[src/pkg/lfosc_pkg.sv]
package lfosc_pkg;

	// serial opcodes
	localparam logic [7:0] OP_WR_OSC = 8'h43;
	localparam logic [7:0] OP_RD_OSC = 8'hC3;
	localparam logic [7:0] OP_RD_FLAGS = 8'hFE;

	// serial frame: opcode then one 16-bit word
	localparam logic [4:0] OPCODE_BITS = 5'h08;
	localparam logic [4:0] FRAME_BITS = 5'h18;

	// low-frequency oscillator control register
	localparam int OSC_BYPASS_BIT = 6;
	localparam int OSC_OUTEN_BIT = 5;
	localparam int OSC_STOP_BIT = 4;
	localparam logic [15:0] OSC_WR_MASK = 16'h0070;
	localparam logic [15:0] OSC_RESET = 16'h0000;

	// event flag register
	localparam int FLAG_TIMEOUT_BIT = 15;
	localparam int FLAG_FLIGHT_BIT = 12;
	localparam int FLAG_TEMP_BIT = 11;
	localparam int FLAG_CAL_BIT = 6;
	localparam int FLAG_INIT_BIT = 3;
	localparam int FLAG_POR_BIT = 2;
	localparam logic [15:0] FLAGS_RESET = 16'h0000;

	// timing
	localparam int SYS_CLK_HZ = 20_000_000;
	localparam int LF_CLK_HZ = 32768;
	localparam int POR_WAIT_US = 10;
	localparam int POR_W = 8;
	localparam logic [POR_W-1:0] POR_WAIT_LAST =
		POR_W'((POR_WAIT_US * (SYS_CLK_HZ / 1_000_000) + 0) - 1);
	localparam int DIV_W = 9;
	localparam logic [DIV_W-1:0] LF_HALF_LAST =
		DIV_W'(SYS_CLK_HZ / (2 * LF_CLK_HZ) - 1);

	// serial frame state, gray along idle -> opcode -> data
	typedef enum logic [1:0] {
		LFOSC_IDLE = 2'h0,
		LFOSC_OPC = 2'h1,
		LFOSC_DATA = 2'h3
	} lfosc_frame_t;

endpackage

[src/pkg/lfosc_spi_if.sv]
`timescale 1ns/1ps
`default_nettype none
interface lfosc_spi_if;
	logic enable;
	logic opStrobe;
	logic wrStrobe;
	logic frameActive;
	logic misoBit;
	logic [7:0] opcode;
	logic [15:0] wrData;
	logic [15:0] rdData;

	modport shifter (
		input enable, rdData,
		output opStrobe, wrStrobe, frameActive, misoBit, opcode, wrData
	);
	modport regs (
		output enable, rdData,
		input opStrobe, wrStrobe, frameActive, misoBit, opcode, wrData
	);
endinterface
`default_nettype wire

[src/design/lfosc_spi_shift.sv]
`timescale 1ns/1ps
`default_nettype none
module lfosc_spi_shift
	import lfosc_pkg::*;
(
	// clock and reset
	input wire logic sys_clk,
	input wire logic resetn,
	// serial pins
	input wire logic sclkPin,
	input wire logic csPinN,
	input wire logic mosiPin,
	// register side
	lfosc_spi_if.shifter bus
);

	// pin order: sclk, chip select, data in
	logic [2:0] pinS1_r, pinS2_r, pinS3_r;
	logic [2:0] pinS1_nxt, pinS2_nxt, pinS3_nxt;

	always_comb begin
		pinS1_nxt = {sclkPin, csPinN, mosiPin};
		pinS2_nxt = pinS1_r;
		pinS3_nxt = pinS2_r;
	end

	always_ff @(posedge sys_clk) begin
		if (!resetn) begin
			pinS1_r <= 3'h2;
			pinS2_r <= 3'h2;
			pinS3_r <= 3'h2;
		end else begin
			pinS1_r <= pinS1_nxt;
			pinS2_r <= pinS2_nxt;
			pinS3_r <= pinS3_nxt;
		end
	end

	lfosc_frame_t state_r, state_nxt;
	logic [4:0] cnt_r, cnt_nxt;
	logic [15:0] rx_r, rx_nxt, tx_r, tx_nxt, wd_r, wd_nxt;
	logic [7:0] op_r, op_nxt;
	logic opS_r, opS_nxt, wrS_r, wrS_nxt, load_r, load_nxt;
	logic rise, fall, csActive;

	always_comb begin
		rise = pinS2_r[2] & ~pinS3_r[2];
		fall = ~pinS2_r[2] & pinS3_r[2];
		csActive = ~pinS2_r[1] & bus.enable;
		state_nxt = state_r;
		cnt_nxt = cnt_r;
		rx_nxt = rx_r;
		tx_nxt = tx_r;
		wd_nxt = wd_r;
		op_nxt = op_r;
		opS_nxt = 1'b0;
		wrS_nxt = 1'b0;
		load_nxt = opS_r;
		case (state_r)
			LFOSC_IDLE: begin
				cnt_nxt = 5'h00;
				if (csActive) begin
					state_nxt = LFOSC_OPC;
				end
			end
			LFOSC_OPC: begin
				if (rise) begin
					rx_nxt = {rx_r[14:0], pinS2_r[0]};
					cnt_nxt = cnt_r + 5'h01;
					if (cnt_r == OPCODE_BITS - 5'h01) begin
						op_nxt = {rx_r[6:0], pinS2_r[0]};
						opS_nxt = 1'b1;
						state_nxt = LFOSC_DATA;
					end
				end
			end
			LFOSC_DATA: begin
				if (rise && cnt_r != FRAME_BITS) begin
					rx_nxt = {rx_r[14:0], pinS2_r[0]};
					cnt_nxt = cnt_r + 5'h01;
					if (cnt_r == FRAME_BITS - 5'h01) begin
						wd_nxt = {rx_r[14:0], pinS2_r[0]};
						wrS_nxt = 1'b1;
					end
				end
				// first data bit stays until after the ninth rising edge
				if (fall && cnt_r > OPCODE_BITS) begin
					tx_nxt = {tx_r[14:0], 1'b0};
				end
			end
			default: begin
				state_nxt = LFOSC_IDLE;
			end
		endcase
		if (load_r) begin
			tx_nxt = bus.rdData;
		end
		if (!csActive) begin
			state_nxt = LFOSC_IDLE;
		end
	end

	always_ff @(posedge sys_clk) begin
		if (!resetn) begin
			state_r <= LFOSC_IDLE;
			cnt_r <= 5'h00;
			rx_r <= 16'h0000;
			tx_r <= 16'h0000;
			wd_r <= 16'h0000;
			op_r <= 8'h00;
			opS_r <= 1'b0;
			wrS_r <= 1'b0;
			load_r <= 1'b0;
		end else begin
			state_r <= state_nxt;
			cnt_r <= cnt_nxt;
			rx_r <= rx_nxt;
			tx_r <= tx_nxt;
			wd_r <= wd_nxt;
			op_r <= op_nxt;
			opS_r <= opS_nxt;
			wrS_r <= wrS_nxt;
			load_r <= load_nxt;
		end
	end

	assign bus.opStrobe = opS_r;
	assign bus.wrStrobe = wrS_r;
	assign bus.opcode = op_r;
	assign bus.wrData = wd_r;
	assign bus.misoBit = tx_r[15];
	assign bus.frameActive = (state_r == LFOSC_DATA);

endmodule
`default_nettype wire

[src/design/lfosc_ctrl_flags.sv]
`timescale 1ns/1ps
`default_nettype none
module lfosc_ctrl_flags
	import lfosc_pkg::*;
(
	// clock and reset
	input wire logic sys_clk,
	input wire logic resetn,
	// serial register port
	input wire logic sclkPin,
	input wire logic csPinN,
	input wire logic mosiPin,
	output logic misoPin,
	output logic misoOen,
	// low-frequency clock
	input wire logic crystalInPin,
	output logic lowFreqClockOutPin,
	output logic lowFreqTick,
	output logic lowFreqBypass,
	output logic lowFreqOutEnable,
	output logic oscStop,
	// events from measurement logic, one-cycle pulses
	input wire logic [5:0] measTimeout,
	input wire logic upstreamFlightCmdDone,
	input wire logic downstreamFlightCmdDone,
	input wire logic differentialFlightCmdDone,
	input wire logic tempCmdDone,
	input wire logic calCmdDone,
	input wire logic initCmdDone,
	// status
	output logic portReady
);

	lfosc_spi_if bus ();

	lfosc_spi_shift u_shift (
		.sys_clk(sys_clk),
		.resetn(resetn),
		.sclkPin(sclkPin),
		.csPinN(csPinN),
		.mosiPin(mosiPin),
		.bus(bus)
	);

	// power-up wait
	logic [POR_W-1:0] porCnt_r, porCnt_nxt;
	logic ready_r, ready_nxt, porSet;

	always_comb begin
		porCnt_nxt = porCnt_r;
		ready_nxt = ready_r;
		porSet = 1'b0;
		if (!ready_r) begin
			porCnt_nxt = porCnt_r + POR_W'(1);
			if (porCnt_r == POR_WAIT_LAST) begin
				ready_nxt = 1'b1;
				porSet = 1'b1;
			end
		end
	end

	always_ff @(posedge sys_clk) begin
		if (!resetn) begin
			porCnt_r <= '0;
			ready_r <= 1'b0;
		end else begin
			porCnt_r <= porCnt_nxt;
			ready_r <= ready_nxt;
		end
	end

	// registers and read path
	logic [15:0] osc_r, osc_nxt, flags_r, flags_nxt;
	logic [15:0] rdHold_r, rdHold_nxt, events;

	always_comb begin
		events = 16'h0000;
		events[FLAG_TIMEOUT_BIT] = |measTimeout;
		events[FLAG_FLIGHT_BIT] = upstreamFlightCmdDone |
			downstreamFlightCmdDone | differentialFlightCmdDone;
		events[FLAG_TEMP_BIT] = tempCmdDone;
		events[FLAG_CAL_BIT] = calCmdDone;
		events[FLAG_INIT_BIT] = initCmdDone;
		events[FLAG_POR_BIT] = porSet;
		osc_nxt = osc_r;
		rdHold_nxt = rdHold_r;
		flags_nxt = flags_r | events;
		if (bus.wrStrobe && bus.opcode == OP_WR_OSC) begin
			osc_nxt = bus.wrData & OSC_WR_MASK;
		end
		if (bus.opStrobe) begin
			case (bus.opcode)
				OP_RD_OSC: begin
					rdHold_nxt = osc_r;
				end
				OP_RD_FLAGS: begin
					rdHold_nxt = flags_r;
					flags_nxt = events;
				end
				default: begin
					rdHold_nxt = 16'h0000;
				end
			endcase
		end
	end

	always_ff @(posedge sys_clk) begin
		if (!resetn) begin
			osc_r <= OSC_RESET;
			flags_r <= FLAGS_RESET;
			rdHold_r <= 16'h0000;
		end else begin
			osc_r <= osc_nxt;
			flags_r <= flags_nxt;
			rdHold_r <= rdHold_nxt;
		end
	end

	assign bus.enable = ready_r;
	assign bus.rdData = rdHold_r;

	// low-frequency clock source
	logic xS1_r, xS2_r, xS1_nxt, xS2_nxt;
	logic [DIV_W-1:0] div_r, div_nxt;
	logic intLvl_r, intLvl_nxt, lfLvl_r, lfLvl_nxt;
	logic tick_r, tick_nxt, out_r, out_nxt, srcLvl;

	always_comb begin
		xS1_nxt = crystalInPin;
		xS2_nxt = xS1_r;
		div_nxt = div_r;
		intLvl_nxt = intLvl_r;
		// oscillator runs while stop bit low
		if (!osc_r[OSC_STOP_BIT]) begin
			div_nxt = div_r + DIV_W'(1);
			if (div_r == LF_HALF_LAST) begin
				div_nxt = '0;
				intLvl_nxt = ~intLvl_r;
			end
		end else begin
			div_nxt = '0;
		end
		srcLvl = osc_r[OSC_BYPASS_BIT] ? xS2_r : intLvl_r;
		lfLvl_nxt = srcLvl;
		tick_nxt = srcLvl & ~lfLvl_r;
		out_nxt = osc_r[OSC_OUTEN_BIT] & srcLvl;
	end

	always_ff @(posedge sys_clk) begin
		if (!resetn) begin
			xS1_r <= 1'b0;
			xS2_r <= 1'b0;
			div_r <= '0;
			intLvl_r <= 1'b0;
			lfLvl_r <= 1'b0;
			tick_r <= 1'b0;
			out_r <= 1'b0;
		end else begin
			xS1_r <= xS1_nxt;
			xS2_r <= xS2_nxt;
			div_r <= div_nxt;
			intLvl_r <= intLvl_nxt;
			lfLvl_r <= lfLvl_nxt;
			tick_r <= tick_nxt;
			out_r <= out_nxt;
		end
	end

	// serial data out, released outside the data phase
	logic miso_r, miso_nxt, oen_r, oen_nxt;

	always_comb begin
		miso_nxt = bus.misoBit;
		oen_nxt = ~bus.frameActive;
	end

	always_ff @(posedge sys_clk) begin
		if (!resetn) begin
			miso_r <= 1'b0;
			oen_r <= 1'b1;
		end else begin
			miso_r <= miso_nxt;
			oen_r <= oen_nxt;
		end
	end

	assign misoPin = miso_r;
	assign misoOen = oen_r;
	assign lowFreqClockOutPin = out_r;
	assign lowFreqTick = tick_r;
	assign lowFreqBypass = osc_r[OSC_BYPASS_BIT];
	assign lowFreqOutEnable = osc_r[OSC_OUTEN_BIT];
	assign oscStop = osc_r[OSC_STOP_BIT];
	assign portReady = ready_r;

endmodule
`default_nettype wire

[config.mk]
export PLATFORM = sky130hd
export DESIGN_NAME = lfosc_ctrl_flags
export DESIGN_NICKNAME = d
export VERILOG_FILES = /design/src/pkg/lfosc_pkg.sv /design/src/pkg/lfosc_spi_if.sv /design/src/design/lfosc_spi_shift.sv /design/src/design/lfosc_ctrl_flags.sv
export SDC_FILE = /design/constraint.sdc
export NUM_CORES = 1
export LEC_CHECK = 0
export ABC_AREA = 1
export BUFFER_PORTS_ARGS = -buffer_cell sky130_fd_sc_hd__buf_4
export CAP_MARGIN = 10
export CELL_PAD_IN_SITES_DETAIL_PLACEMENT = 1
export CELL_PAD_IN_SITES_GLOBAL_PLACEMENT = 2
export CORE_MARGIN = 3
export CORE_UTILIZATION = 34
export CTS_CLUSTER_DIAMETER = 100
export DETAILED_ROUTE_END_ITERATION = 12
export PLACE_DENSITY_LB_ADDON = 0.25
export SLEW_MARGIN = 20
export SYNTH_ARGS = -nofsm -noshare
export SYNTH_HDL_FRONTEND = slang
export SYNTH_SLANG_ARGS = --single-unit
[constraint.sdc]
create_clock -name sys_clk -period 2 [get_ports sys_clk]
set_clock_uncertainty 0.2 [all_clocks]
set_input_delay 0 -clock sys_clk [delete_from_list [all_inputs] [get_ports sys_clk]]
set_output_delay 0 -clock sys_clk [all_outputs]
set_load 0.01 [all_outputs]
==> results.md <==
* RSZ-0062 raised after global routing: no
* Die H at between 100 and 150 µm
* Pins Over Slew Limit at 0
* Site row count at 37
* Fin nets at about 570
* Post-CTS Setup Inserts at 0
* Ys flop type: dfxtp_1
* CP top delay family: simple AND/OR/NAND/NOR gates
* DIE WIDTH at approximately 110 µm
* Post-synth top area cell: dfxtp_1
* Max-Cap Viols at 0
* WP data required at 2.06 ns
* Post-Syn Area at around 3800 µm²
* Final hold viol count at 0
* Tmin final at ~1.8 ns
* Share of the synthesized area in the top cell type at 48.9%
* Synth-to-layout area growth at 18.2%
* Final wirelength at 8670 µm
* Asr flop ratio synth at 0%
* Clk buf depth at 2
* Iter 0 DRT Violations at about 140
* Ant diodes at 0
* Final weighted congestion in routability-driven placement at just over 0.7
* Final period util at 88.1%
* Clock-pin slew on the worst setup and hold paths at roughly 0.09 ns
* DRC violations left at 0
* Vias in the first global route at 3348
* IO buf count at 25
* Yosys reg bits at 92
* Status: finished, final reports clean
* CTS tree: done
* Worst hold margin at ~0.16 ns
* Top-count cell post-synth: nand2_1
* Die area at roughly 12000 µm²
* Max VDD drop at ~0.00033 V
* Slowest-stage cell, CP: dfxtp_1
* Ratio of cells with drive above 1 in the final layout at 12.6%
* Final HPWL DP at approximately 6000 µm
* Core ar. at around 11000 µm²
* Post-synth EDFFs at 0
* Grt total ovfl at 0
* CTS buffer count at 9
* Initial Utilization at 35.7%
* Type of the worst min-delay path: in -> reg
* Setup TNS at 0 ns
* Final setup fails at 0
* First-pass GRT wire length at between 15000 and 20000 µm
* Vias at around 3300
* Critical path's largest stage delay at 0.33 ns
* Commonest cells in the netlist: nand2_1 (114), dfxtp_1 (92), nor2_1 (77), inv_1 (58), a21oi_1 (37)
* Ranking of synthesized cells by area: dfxtp_1 (49%), nand2_1 (11%), nor2_1 (7.7%), inv_1 (5.8%), a21oi_1 (4.9%)
* CTS H-tree lvls at 3
* Crit path DAT at 1.83 ns
* P_leak at 1.89 nW
* DR vias/cell at approximately 4.7
* Sequential element share of the synthesized area at about half
* Clk_lat worst skew at between 0.3 and 0.4 ns
* Avg WL per Cell at 12.5 µm
* WS Path Type: reg -> reg
* Initial antenna violation count at 0
* Worst-Margin Slew at 0.555 ns
* CTS Sinks at 92
* CP Buf/Inv Count at 2
* Syn_nets at 533
* Distinct cells, synth at 30
* Crit-path cells: inv_1 -> ha_1 -> inv_1 -> o21ai_0 -> nand2_1 -> nand2_4 -> nand2_2 -> nand3_1 -> o21ai_0
* CP Capture Type: register
* Largest net degree at the start of global routing at 27
* Antenna Violating Nets Remaining at 0
* Final instance area at 4460 µm²
* Cells after Synth at 510
* GRT Total Usage at around 15%
* Max_slew headroom at a little over three fifths
* Synth Area per Inst at 7.39 µm²
* Area of placed instances at between 4000 and 5000 µm²
* FMAX at between 500 and 600 MHz
* Top-level I/O count at 26
* Drt pass-1 iters at 4
* Crit path max fanout at 15
* Clock Tree Root: clkbuf_8
* Power per Cell Area at ~740 nW/µm²
* Total of warnings raised by yosys at 0
* Startpoint Class: register
routing by layer:
layer / vias to the layer above / GRT usage (%) / wire (µm)
met5: - / 0 / 0
met4: 0 / 5.35 / 129
met3: 11 / 3.22 / 183
met2: 16 / 25.3 / 4170
met1: 1535 / 18.3 / 4190
li1: 1694 / - / -
cells by family (layout without fill, tap and decap cells):
group / after synthesis / count (layout) / synth area share (%)
buffers and inverters: 75 / 121 / 7.80
adder cells (fa/ha/maj): 5 / 5 / 1.66
flip-flops: 92 / 92 / 48.9
AO/OA/AOI/OAI: 65 / 65 / 8.73
AND/OR/NAND/NOR: 268 / 268 / 31.8
XOR/XNOR: 5 / 5 / 1.16
flip-flops by register name (all words and copies together), names as in the netlist, 2 cells and up:
register            cells
u_shift.pinS2_r         3
u_shift.cnt_r           5
u_shift.bus.wrData      3
porCnt_r                8
osc_r                   3
u_shift.rx_r            7
div_r                   9
flags_r                 6
u_shift.tx_r           14
u_shift.state_r         2
bus.rdData              8
u_shift.pinS1_r         3
u_shift.bus.opcode      8
cells in the final DEF, fill, tap and decap left out, drive strengths merged:
cell type    synthesis  layout
nand2              118     118
dfxtp               92      92
nor2                80      80
inv                 59      59
a21oi               37      37
nand3               37      37
buf                  4      33
o21ai               25      25
nor3                14      14
dlygate4sd3          0      13
clkbuf              12      11
nand4                7       7
or2                  5       5
ha                   5       5
o22ai                3       3
xor2                 3       3
clkinvlp             0       3
xnor2                2       2
nand3b               2       2
and3                 2       2
and2                 2       2
nor3b                1       1
clkinv               0       1
bufinv               0       1
through the flow:
stage	total power, mW	setup slack, ns	cells	utilization (%)
global placement	2.03	0.165	663	39.0
finish	3.31	0.237	692	42.2
detailed placement	2.03	0.117	663	39.0
global route	3.46	0.0145	692	42.2
CTS	3.36	0.0848	693	42.2
floorplan	1.98	0.460	510	-
tightest hold or removal path: stages:
cell and delay [ns]:
dlygate4sd3_1 0.52, buf_4 0.09, or2_2 0.08
area by class of cell:
class	count	area [µm²]
clock buffer	11	141
clock inverter	5	61.3
fill	1293	6100
inverter	59	221
multi-input combinational	343	1640
sequential	92	1840
tap	136	170
timing repair buffer	46	378
worst paths after layout:
check,startpoint,end,slack [ns],depth (start not counted)
worst max-delay path,u_shift.cnt_r[0],u_shift.tx_r[15],0.24,9
worst min register to register,lfLvl_r,lowFreqTick,0.20,1
worst max register to register,u_shift.cnt_r[0],u_shift.tx_r[15],0.24,9
worst min-delay path,csPinN,u_shift.pinS1_r[1],0.16,3
repair_timing:
item	4_1_cts	5_1_grt
gates resized for setup	0	2
hold endpoints to repair	31	0
endpoints found under the setup margin	0	14
hold buffers	14	0
where the power goes:
part	internal, mW	switching [mW]	total (mW)
sequential	1.86	0.0165	1.87
combinational	0.0655	0.0676	0.133
clock	0.615	0.691	1.31
total	2.54	0.775	3.31
Note: power is estimated with default switching activity, not from simulation.
